### config.mk
export PLATFORM = sky130hd
export DESIGN_NAME = xfer_ctl
export DESIGN_NICKNAME = d
export VERILOG_FILES = /design/src/logic/xfer_ctl_pkg.sv /design/src/logic/xfer_ctl.sv
export SDC_FILE = /design/constraint.sdc
export NUM_CORES = 1
export LEC_CHECK = 0
export BUFFER_PORTS_ARGS = -buffer_cell sky130_fd_sc_hd__buf_2
export CAP_MARGIN = 25
export CELL_PAD_IN_SITES_DETAIL_PLACEMENT = 0
export CELL_PAD_IN_SITES_GLOBAL_PLACEMENT = 2
export CORE_MARGIN = 4
export CORE_UTILIZATION = 32
export CTS_CLUSTER_SIZE = 40
export DETAILED_ROUTE_END_ITERATION = 6
export GPL_ROUTABILITY_DRIVEN = 0
export PLACE_DENSITY_LB_ADDON = 0.1
export SYNTH_ARGS = -nofsm -noshare
export SYNTH_HDL_FRONTEND = slang
export SYNTH_SLANG_ARGS = --single-unit
### constraint.sdc
create_clock -name sys_clk -period 2.7 [get_ports sys_clk]
set_input_delay 0.135 -clock sys_clk [delete_from_list [all_inputs] [get_ports sys_clk]]
set_output_delay 0.135 -clock sys_clk [all_outputs]
set_load 0.05 [all_outputs]
### src/logic/xfer_ctl_pkg.sv
// Constants for the per-channel transfer enable and acknowledge control block
package xfer_ctl_pkg;
   // ----------------------------------------------------------------
   // Bus and register map
   // ----------------------------------------------------------------
   localparam int ADDR_W = 8;
   localparam logic [7:0] CTRL_BASE = 8'h00;    // Channel control, one word per channel
   localparam logic [7:0] STAT_OFS = 8'h08;     // Status word
   localparam logic [7:0] CNT_BASE = 8'h10;     // Transfer count, one word per channel
   localparam logic [7:0] CH_STRIDE = 8'h04;
   localparam logic [1:0] RESP_OKAY = 2'h0;
   localparam logic [1:0] RESP_SLVERR = 2'h2;

   // ----------------------------------------------------------------
   // Control word fields
   // ----------------------------------------------------------------
   localparam int CTRL_W = 10;
   localparam int ACK_BIT = 9;                  // source_clear_on_transfer
   localparam int RSV_BIT = 8;                  // Reserved, plain storage
   localparam int ME_BIT = 7;                   // master_transfer_enable
   localparam int TE_BIT = 6;                   // channel_transfer_enable
   localparam int BURST_BIT = 5;                // 1 burst mode, 0 block mode
   localparam int SRC_LSB = 0;
   localparam int SRC_W = 3;
   localparam logic [9:0] CTRL_RST = 10'h000;
   localparam logic [9:0] CTRL_WMASK = 10'h367; // Bits stored directly (not the master enable, nor bits 4:3)

   // ----------------------------------------------------------------
   // Request source codes
   // ----------------------------------------------------------------
   localparam logic [2:0] SRC_CONV = 3'h0;
   localparam logic [2:0] SRC_TXEND = 3'h1;
   localparam logic [2:0] SRC_RXEND = 3'h2;
   localparam logic [2:0] SRC_TMR0 = 3'h3;
   localparam logic [2:0] SRC_TMR1 = 3'h4;
   localparam logic [2:0] SRC_TMR2 = 3'h5;
   localparam logic [2:0] SRC_EXT = 3'h6;
   localparam int EXT_CH = 1;                   // Only this channel accepts external requests
   localparam int CNT_W = 16;

   // ----------------------------------------------------------------
   // Channel sequencing states
   // ----------------------------------------------------------------
   typedef enum logic [2:0] {
      CH_IDLE = 3'b001,
      CH_BURST = 3'b010,
      CH_SUSP = 3'b100
   } ch_state_e;
endpackage

### src/logic/xfer_ctl.sv
// Two-channel transfer enable, burst suspend and source acknowledge control
`timescale 1ns/100ps
module xfer_ctl #(
   parameter int NCH = 2                            // Number of channels
) (
   input wire logic sys_clk,                        // System clock, 100 MHz
   input wire logic reset,                          // Synchronous reset, active high
   input wire logic [xfer_ctl_pkg::ADDR_W-1:0] s_axi_awaddr, // Write address
   input wire logic s_axi_awvalid,                  // Write address valid
   output logic s_axi_awready,                      // Write address ready
   input wire logic [31:0] s_axi_wdata,             // Write data
   input wire logic [3:0] s_axi_wstrb,              // Write byte enables
   input wire logic s_axi_wvalid,                   // Write data valid
   output logic s_axi_wready,                       // Write data ready
   output logic [1:0] s_axi_bresp,                  // Write response
   output logic s_axi_bvalid,                       // Write response valid
   input wire logic s_axi_bready,                   // Write response ready
   input wire logic [xfer_ctl_pkg::ADDR_W-1:0] s_axi_araddr, // Read address
   input wire logic s_axi_arvalid,                  // Read address valid
   output logic s_axi_arready,                      // Read address ready
   output logic [31:0] s_axi_rdata,                 // Read data
   output logic [1:0] s_axi_rresp,                  // Read response
   output logic s_axi_rvalid,                       // Read data valid
   input wire logic s_axi_rready,                   // Read data ready
   input wire logic nmi,                            // Non-maskable interrupt, high active
   input wire logic conv_done_req,                  // Converter conversion end request
   input wire logic serial_tx_req,                  // Serial transmit complete request
   input wire logic serial_rx_req,                  // Serial receive complete request
   input wire logic [2:0] timer_req,                // Timer 0..2 compare/capture A requests
   input wire logic ext_req,                        // External request
   output logic [NCH-1:0] xfer_pulse,               // One transfer performed, per channel
   output logic [NCH-1:0] src_clear,                // Clear strobe to the requesting source
   output logic [NCH-1:0] bus_hold                  // Channel holds bus mastership (burst)
);
   import xfer_ctl_pkg::*;

   // ----------------------------------------------------------------
   // Helpers
   // ----------------------------------------------------------------
   // Picks one request line by source code; the external line only where allowed
   function automatic logic src_pick(input logic [2:0] sel, input logic [6:0] reqs,
                                     input logic ext_ok);
      logic hit;
      hit = 1'b0;
      case (sel)
         SRC_CONV: hit = reqs[0];
         SRC_TXEND: hit = reqs[1];
         SRC_RXEND: hit = reqs[2];
         SRC_TMR0: hit = reqs[3];
         SRC_TMR1: hit = reqs[4];
         SRC_TMR2: hit = reqs[5];
         SRC_EXT: hit = reqs[6] & ext_ok;
         default: hit = 1'b0;
      endcase
      return hit;
   endfunction

   // Word-aligned address match
   function automatic logic addr_is(input logic [ADDR_W-1:0] a, input logic [7:0] ofs);
      return (a[ADDR_W-1:2] == ofs[ADDR_W-1:2]);
   endfunction

   // ----------------------------------------------------------------
   // AXI4-Lite write path
   // ----------------------------------------------------------------
   logic aw_hold_r;
   logic w_hold_r;
   logic [ADDR_W-1:0] awaddr_r;
   logic [31:0] wdata_r;
   logic [3:0] wstrb_r;
   logic bvalid_r;
   logic [1:0] bresp_r;
   wire logic wr_go = aw_hold_r & w_hold_r & ~bvalid_r;
   wire logic [NCH-1:0] wr_hit;
   wire logic [NCH-1:0] wr_cnt_hit;
   wire logic [NCH-1:0] rd_hit;

   assign s_axi_awready = ~aw_hold_r & ~bvalid_r;
   assign s_axi_wready = ~w_hold_r & ~bvalid_r;
   assign s_axi_bvalid = bvalid_r;
   assign s_axi_bresp = bresp_r;

   // Address and data may come in either order; each is held until both are in
   always_ff @(posedge sys_clk) begin
      if (reset) begin
         aw_hold_r <= 1'b0;
         w_hold_r <= 1'b0;
         awaddr_r <= '0;
         wdata_r <= '0;
         wstrb_r <= '0;
      end else begin
         if (s_axi_awvalid & s_axi_awready) begin
            aw_hold_r <= 1'b1;
            awaddr_r <= s_axi_awaddr;
         end else if (wr_go) begin
            aw_hold_r <= 1'b0;
         end
         if (s_axi_wvalid & s_axi_wready) begin
            w_hold_r <= 1'b1;
            wdata_r <= s_axi_wdata;
            wstrb_r <= s_axi_wstrb;
         end else if (wr_go) begin
            w_hold_r <= 1'b0;
         end
      end
   end

   // Write decode; the status word is read-only so writes there are refused
   wire logic wr_mapped = (|wr_hit) | (|wr_cnt_hit);

   // Response is raised on the same edge as the register update
   always_ff @(posedge sys_clk) begin
      if (reset) begin
         bvalid_r <= 1'b0;
         bresp_r <= RESP_OKAY;
      end else if (wr_go) begin
         bvalid_r <= 1'b1;
         bresp_r <= wr_mapped ? RESP_OKAY : RESP_SLVERR;
      end else if (s_axi_bready) begin
         bvalid_r <= 1'b0;
      end
   end

   // ----------------------------------------------------------------
   // AXI4-Lite read path
   // ----------------------------------------------------------------
   logic rvalid_r;
   logic [31:0] rdata_r;
   logic [1:0] rresp_r;
   wire logic rd_go = s_axi_arvalid & ~rvalid_r;
   wire logic [CTRL_W-1:0] ctrl_all [NCH];
   wire logic [CNT_W-1:0] cnt_all [NCH];
   wire logic [NCH-1:0] busy_all;
   wire logic [NCH-1:0] susp_all;
   logic [31:0] rd_mux;
   logic rd_ok;

   assign s_axi_arready = ~rvalid_r;
   assign s_axi_rvalid = rvalid_r;
   assign s_axi_rdata = rdata_r;
   assign s_axi_rresp = rresp_r;

   // Read selection; unmapped words return zero with an error response
   always_comb begin
      rd_mux = 32'h0000_0000;
      rd_ok = 1'b0;
      if (addr_is(s_axi_araddr, STAT_OFS)) begin
         rd_mux = {24'h00_0000, 4'(susp_all), 4'(busy_all)};
         rd_ok = 1'b1;
      end
      for (int i = 0; i < NCH; i++) begin
         if (addr_is(s_axi_araddr, CTRL_BASE + 8'(i * 4))) begin
            rd_mux = {22'h00_0000, ctrl_all[i]};
            rd_ok = 1'b1;
         end
         if (addr_is(s_axi_araddr, CNT_BASE + 8'(i * 4))) begin
            rd_mux = {16'h0000, cnt_all[i]};
            rd_ok = 1'b1;
         end
      end
   end

   // Data is answered one cycle after the address is taken
   always_ff @(posedge sys_clk) begin
      if (reset) begin
         rvalid_r <= 1'b0;
         rdata_r <= '0;
         rresp_r <= RESP_OKAY;
      end else if (rd_go) begin
         rvalid_r <= 1'b1;
         rdata_r <= rd_mux;
         rresp_r <= rd_ok ? RESP_OKAY : RESP_SLVERR;
      end else if (s_axi_rready) begin
         rvalid_r <= 1'b0;
      end
   end

   // ----------------------------------------------------------------
   // Channels
   // ----------------------------------------------------------------
   wire logic [6:0] req_vec = {ext_req, timer_req, serial_rx_req, serial_tx_req, conv_done_req};

   genvar c;
   generate
      for (c = 0; c < NCH; c++) begin : g_ch
         localparam logic [7:0] CTRL_OFS = CTRL_BASE + 8'(c * 4);
         localparam logic [7:0] CNT_OFS = CNT_BASE + 8'(c * 4);
         logic [CTRL_W-1:0] ctrl_r;
         logic [CTRL_W-1:0] ctrl_nxt;
         logic me_r;
         logic me_nxt;
         logic armed_r;
         logic [CNT_W-1:0] cnt_r;
         ch_state_e st_r;
         ch_state_e st_nxt;
         logic xfer_r;
         logic clr_r;
         logic xfer_go;

         assign wr_hit[c] = wr_go & addr_is(awaddr_r, CTRL_OFS);
         assign wr_cnt_hit[c] = wr_go & addr_is(awaddr_r, CNT_OFS);
         assign rd_hit[c] = rd_go & addr_is(s_axi_araddr, CTRL_OFS);

         // Decoded fields and events of this channel
         wire logic burst = ctrl_r[BURST_BIT];
         wire logic enabled = me_r & ctrl_r[TE_BIT];
         wire logic req = src_pick(ctrl_r[SRC_LSB +: SRC_W], req_vec,
                                   (c == EXT_CH));
         wire logic cnt_left = (cnt_r != '0);
         wire logic nmi_hit = nmi & burst;
         wire logic me_wr = wr_hit[c] & wstrb_r[0];
         wire logic start = (st_r == CH_IDLE) & enabled & req & cnt_left & ~nmi_hit;

         // Byte-lane merge of the stored control bits; reserved bit 8 simply stores
         always_comb begin
            ctrl_nxt = ctrl_r;
            if (wr_hit[c] & wstrb_r[0]) begin
               ctrl_nxt[7:0] = wdata_r[7:0];
            end
            if (wr_hit[c] & wstrb_r[1]) begin
               ctrl_nxt[9:8] = wdata_r[9:8];
            end
            ctrl_nxt = (ctrl_nxt & CTRL_WMASK) | {2'b00, me_nxt, 7'h00};
         end

         // Master enable: interrupt clear beats any write; a 1 only lands when armed
         always_comb begin
            me_nxt = me_r;
            if (nmi_hit) begin
               me_nxt = 1'b0;
            end else if (me_wr) begin
               me_nxt = wdata_r[ME_BIT] ? (me_r | armed_r) : 1'b0;
            end
         end

         // Sequencing of a burst, its suspension and its resumption
         always_comb begin
            st_nxt = st_r;
            xfer_go = 1'b0;
            case (st_r)
               CH_IDLE: begin
                  if (start) begin
                     xfer_go = 1'b1;
                     if (burst && cnt_r != CNT_W'(1)) begin
                        st_nxt = CH_BURST;
                     end
                  end
               end
               CH_BURST: begin
                  if (nmi_hit) begin
                     st_nxt = CH_SUSP;
                  end else if (!enabled || !cnt_left) begin
                     st_nxt = CH_IDLE;
                  end else begin
                     xfer_go = 1'b1;
                     if (cnt_r == CNT_W'(1)) begin
                        st_nxt = CH_IDLE;
                     end
                  end
               end
               CH_SUSP: begin
                  if (enabled && !nmi_hit) begin
                     st_nxt = CH_BURST;
                  end else if (!ctrl_r[TE_BIT]) begin
                     st_nxt = CH_IDLE;
                  end
               end
               default: st_nxt = CH_IDLE;
            endcase
         end

         // Control and arming; the arm set wins over a same-cycle clear
         always_ff @(posedge sys_clk) begin
            if (reset) begin
               ctrl_r <= CTRL_RST;
               me_r <= 1'b0;
               armed_r <= 1'b0;
            end else begin
               ctrl_r <= ctrl_nxt;
               me_r <= me_nxt;
               if (rd_hit[c] && !me_r) begin
                  armed_r <= 1'b1;
               end else if (me_wr) begin
                  armed_r <= 1'b0;
               end
            end
         end

         // Software load of the count takes priority over a decrement
         always_ff @(posedge sys_clk) begin
            if (reset) begin
               cnt_r <= '0;
            end else if (wr_cnt_hit[c]) begin
               cnt_r <= wdata_r[CNT_W-1:0];
            end else if (xfer_go) begin
               cnt_r <= cnt_r - CNT_W'(1);
            end
         end

         // State and strobes; only the request that started a run is cleared
         always_ff @(posedge sys_clk) begin
            if (reset) begin
               st_r <= CH_IDLE;
               xfer_r <= 1'b0;
               clr_r <= 1'b0;
            end else begin
               st_r <= st_nxt;
               xfer_r <= xfer_go;
               clr_r <= start & ctrl_r[ACK_BIT];
            end
         end

         assign ctrl_all[c] = {ctrl_r[9:8], me_r, ctrl_r[6:0]};
         assign cnt_all[c] = cnt_r;
         assign busy_all[c] = (st_r == CH_BURST);
         assign susp_all[c] = (st_r == CH_SUSP);
         assign xfer_pulse[c] = xfer_r;
         assign src_clear[c] = clr_r;
         // Suspended burst gives the bus back to the processor
         assign bus_hold[c] = (st_r == CH_BURST);
      end
   endgenerate
endmodule

==> impl_metrics.py <==
metrics = {
    "detailed_routing": {
        "viasPerCell": 5.04,
        "firstDrtPassIters": 6,
        "wirelength_routed_um": 15700,
        "dr.first_iter.drc_count": 300,
        "drc": 0,
        "detail_route.wl_per_cell_um": 17.1,
        "dr_total_vias": 4613,
        "ant_nets": 0,
    },
    "outcome": {
        "outcome": "finished, final reports clean",
    },
    "floorplan": {
        "core_area_mm2": 0.0165,
        "floorplan.die_area_mm2": 0.0190,
        "die_x_um": 138,
        "rows": 47,
        "die_h_um": 138,
        "floorplan.io_pins": 114,
        "floorplan.initialDensity_pct": 32.6,
    },
    "cells_and_area": {
        "antenna-diode-count": 0,
        "final_core_utilization_pct": 38.1,
        "area_delta_synth_final_pct": 16.9,
        "mostFrequentLayoutCell": "sky130_fd_sc_hd__dfxtp_1",
        "nets": 762,
        "fraction_of_layout_cells_with_a_size_suffix_above_1_pct": 20.8,
        "layout.cells.most_common_list": "sky130_fd_sc_hd__dfxtp_1 (106), sky130_fd_sc_hd__nor2_1 (91), sky130_fd_sc_hd__buf_2 (72), sky130_fd_sc_hd__nand2_1 (55), sky130_fd_sc_hd__a21oi_1 (34)",
    },
    "setup_path": {
        "max_stage_delay_ns": 0.51,
        "worst_path_most_repeated_cell": "sky130_fd_sc_hd__nor4_4",
        "standard_cell_with_the_maximum_stage_delay_on_the_critical_path": "sky130_fd_sc_hd__or3b_2",
        "criticalPathCategory": "reg -> reg",
        "r2r_start": "g_ch[0].cnt_r[1]",
        "critPathLaunchType": "flop",
        "worst-path-buf-inv": 2,
        "cp_top_family": "simple AND/OR/NAND/NOR gates",
        "worst_r2r_endpoint": "g_ch[0].cnt_r[0]",
        "cp_max_fo": 16,
        "r2r.worst_path.cells": 9,
        "timing.critical_path.arrival_ns": 2.86,
        "required_ns": 2.97,
        "timing.critical_path.to_type": "flop",
        "worst-r2r-setup-slack_ns": 0.11,
        "cp_cell_sequence": "inv_1, ha_2, or3b_2, nor4_4, nor4_4, buf_12, or2_1, xnor2_1, a211oi_1",
    },
    "global_route": {
        "global_route_wire_length_before_repair_um": 24600,
        "grt_max_degree": 50,
        "vias_in_the_first_global_route": 4364,
        "grt_util_all_layers_pct": 16.9,
        "grt_antenna_before_repair": 0,
        "globalRoute.totalOverflow": 0,
    },
    "logic_synthesis": {
        "synthesized_netlist_cell_count": 625,
        "netlist_area_mm2": 0.00539,
        "synthArstFlopShare_pct": 0,
        "most_instantiated_flip_flop_cell_in_the_synthesis_netlist": "sky130_fd_sc_hd__dfxtp_1",
        "ys_seq_area_share_pct": 39.4,
        "synth-edff-count": 0,
        "synth.mux.area_fraction_pct": 9.98,
        "synthXorXnorAreaFrac_pct": 4.23,
        "complex_gate_fraction_of_the_synthesized_area_pct": 15.1,
        "synth_simple_gate_area_share_pct": 23.8,
        "synth_top_family_by_area": "simple AND/OR/NAND/NOR gates",
        "ys_seq_elements": 106,
        "ys.warnings.count": 0,
        "syn_area_per_cell_um2": 8.62,
        "synth_cell_types": 64,
        "yosys.area_share.adder_pct": 0.929,
    },
    "clock_tree": {
        "clock_tree.root_cell": "sky130_fd_sc_hd__clkbuf_16",
        "tritoncts": "done",
        "cts.htree.levels": 3,
        "clock_slew_seen_by_the_registers_of_the_worst_setup_and_hold_paths_ns": 0.08,
        "cts.path.max_buffers": 2,
        "worst_skew_pair.late_latency_ns": 0.36,
        "cts_inserted_buffers": 9,
        "cts_num_sinks": 106,
    },
    "timing": {
        "fmax_ghz": 0.387,
        "maxSlewHeadroom_pct": 53.9,
        "report.final.slew_viol_count": 0,
        "final.setup.tns_ns": 0,
        "clock_skew_ns": 0.00803,
        "period_share_pct": 95.8,
        "final-setup-viol-count": 0,
        "worst-slew-pin-transition_ns": 0.691,
        "finalHoldViolCount": 0,
        "unrepaired_setup_endpoints_after_global_routing": "false",
        "fin_worst_hold_slack_ns": 0.0127,
        "fin_crit_ns": 2.59,
    },
    "power": {
        "vdd.ir_drop.worst_mv": 0.279,
        "leakagePower_nw": 2.56,
        "power_per_cell_area_mw_per_mm2": 535,
    },
    "min_path": {
        "timing.hold.worst.class": "in -> reg",
        "hp-start": "s_axi_wdata[8]",
        "worstHoldPathCells": 3,
        "worst_hold_path.endpoint": "wdata_r[8]",
    },
    "placement": {
        "port_buffers": 73,
        "dpl.hpwl_um": 11600,
    },
    "run": {
        "maxCapViolCount": 0,
    },
}
==> cells by family after synthesis <==
kind of cell | after synthesis
compound gates | 125
flops | 106
fa+ha+maj | 4
other cells | 1
buf+inv | 67
mux | 42
simple gates | 254
xor+xnor | 26
==> state kept, by name, summed over array words and instances, names as in the netlist, 2 cells and up <==
register,cells
g_ch.cnt_r,32
awaddr_r,6
s_axi_rdata,16
g_ch.clr_r,2
g_ch.ctrl_r,14
g_ch.st_r,6
wdata_r,16
wstrb_r,2
g_ch.armed_r,2
g_ch.me_r,2
g_ch.xfer_r,2
==> report_power, final <==
| group | switching, mW | internal, mW |
|---|---|---|
| Clock | 0.659 | 0.737 |
| Sequential | 0.0452 | 1.60 |
| Combinational | 0.232 | 0.101 |
| Total | 0.936 | 2.44 |
==> routing by layer <==
| layer | part of all wire [%] | GRT usage [%] |
|---|---|---|
| met5 | 0 | 0 |
| met4 | 1.5 | 5.32 |
| met1 | 50 | 24.7 |
| met3 | 5.0 | 2.37 |
| met2 | 44 | 25.7 |
==> layout make-up <==
| class | instances | area [um^2] |
|---|---|---|
| fillers | 1722 | 10200 |
| multi-input cells | 469 | 2990 |
| flip-flops and latches | 106 | 2120 |
| repair buffers | 96 | 576 |
| well taps | 220 | 275 |
| clock buffers | 9 | 225 |
| clock inverters | 7 | 83.8 |
| inverters | 9 | 33.8 |
==> Yosys cell counts, types with 8 or more instances <==
master | number | area, um^2
sky130_fd_sc_hd__xnor2_1 | 13 | 114
sky130_fd_sc_hd__mux2i_1 | 23 | 230
sky130_fd_sc_hd__dfxtp_1 | 106 | 2120
sky130_fd_sc_hd__nand3b_1 | 10 | 75.1
sky130_fd_sc_hd__a21oi_1 | 34 | 170
sky130_fd_sc_hd__buf_4 | 22 | 165
sky130_fd_sc_hd__a211oi_1 | 24 | 180
sky130_fd_sc_hd__inv_1 | 9 | 33.8
sky130_fd_sc_hd__o21ai_0 | 22 | 110
sky130_fd_sc_hd__a22oi_1 | 15 | 113
sky130_fd_sc_hd__nand2_1 | 55 | 206
sky130_fd_sc_hd__nor2_1 | 91 | 342
sky130_fd_sc_hd__clkbuf_1 | 28 | 105
sky130_fd_sc_hd__mux2_2 | 11 | 124
sky130_fd_sc_hd__xor2_1 | 13 | 114
sky130_fd_sc_hd__nand3_1 | 14 | 70.1
sky130_fd_sc_hd__nor3_1 | 21 | 105
sky130_fd_sc_hd__nor4_1 | 8 | 50.1
==> worst max-delay path by stage <==
stage / from / to / slack [ns] / cells past startpoint
4_1_cts: g_ch[0].cnt_r[1] / g_ch[0].cnt_r[12] / 0.1 / 8
6_report: g_ch[0].cnt_r[1] / g_ch[0].cnt_r[0] / 0.11 / 9
5_1_grt: g_ch[0].cnt_r[1] / g_ch[0].cnt_r[1] / 0.01 / 9
3_5_place_dp: g_ch[0].cnt_r[1] / g_ch[0].cnt_r[6] / 0.19 / 8
3_3_place_gp: g_ch[0].cnt_r[1] / g_ch[0].cnt_r[7] / 0.19 / 8
2_1_floorplan: g_ch[1].st_r[2] / g_ch[1].cnt_r[2] / 0.33 / 7
==> metrics by stage <==
stage	cells	total power, mW	setup slack (ns)	area [um^2]
3_5_place_dp	895	2.01	0.188	5920
3_3_place_gp	895	2.01	0.186	5920
6_report	916	3.37	0.114	6300
5_1_grt	916	3.51	0.0121	6300
4_1_cts	915	3.42	0.0969	6270
2_1_floorplan	642	1.92	0.334	5450
==> what timing repair did <==
action,in CTS,in global routing
setup buffers,0,1
resized for setup,0,2
hold buffers,4,0
hold endpoints to repair,4,0
setup endpoints to repair,0,4
==> tightest hold or removal path, cell delays in order <==
cell	delay (ns)
sky130_fd_sc_hd__buf_2	0.10
sky130_fd_sc_hd__nand2_1	0.05
sky130_fd_sc_hd__a21oi_1	0.05
Power figures use the tool's default switching activity.
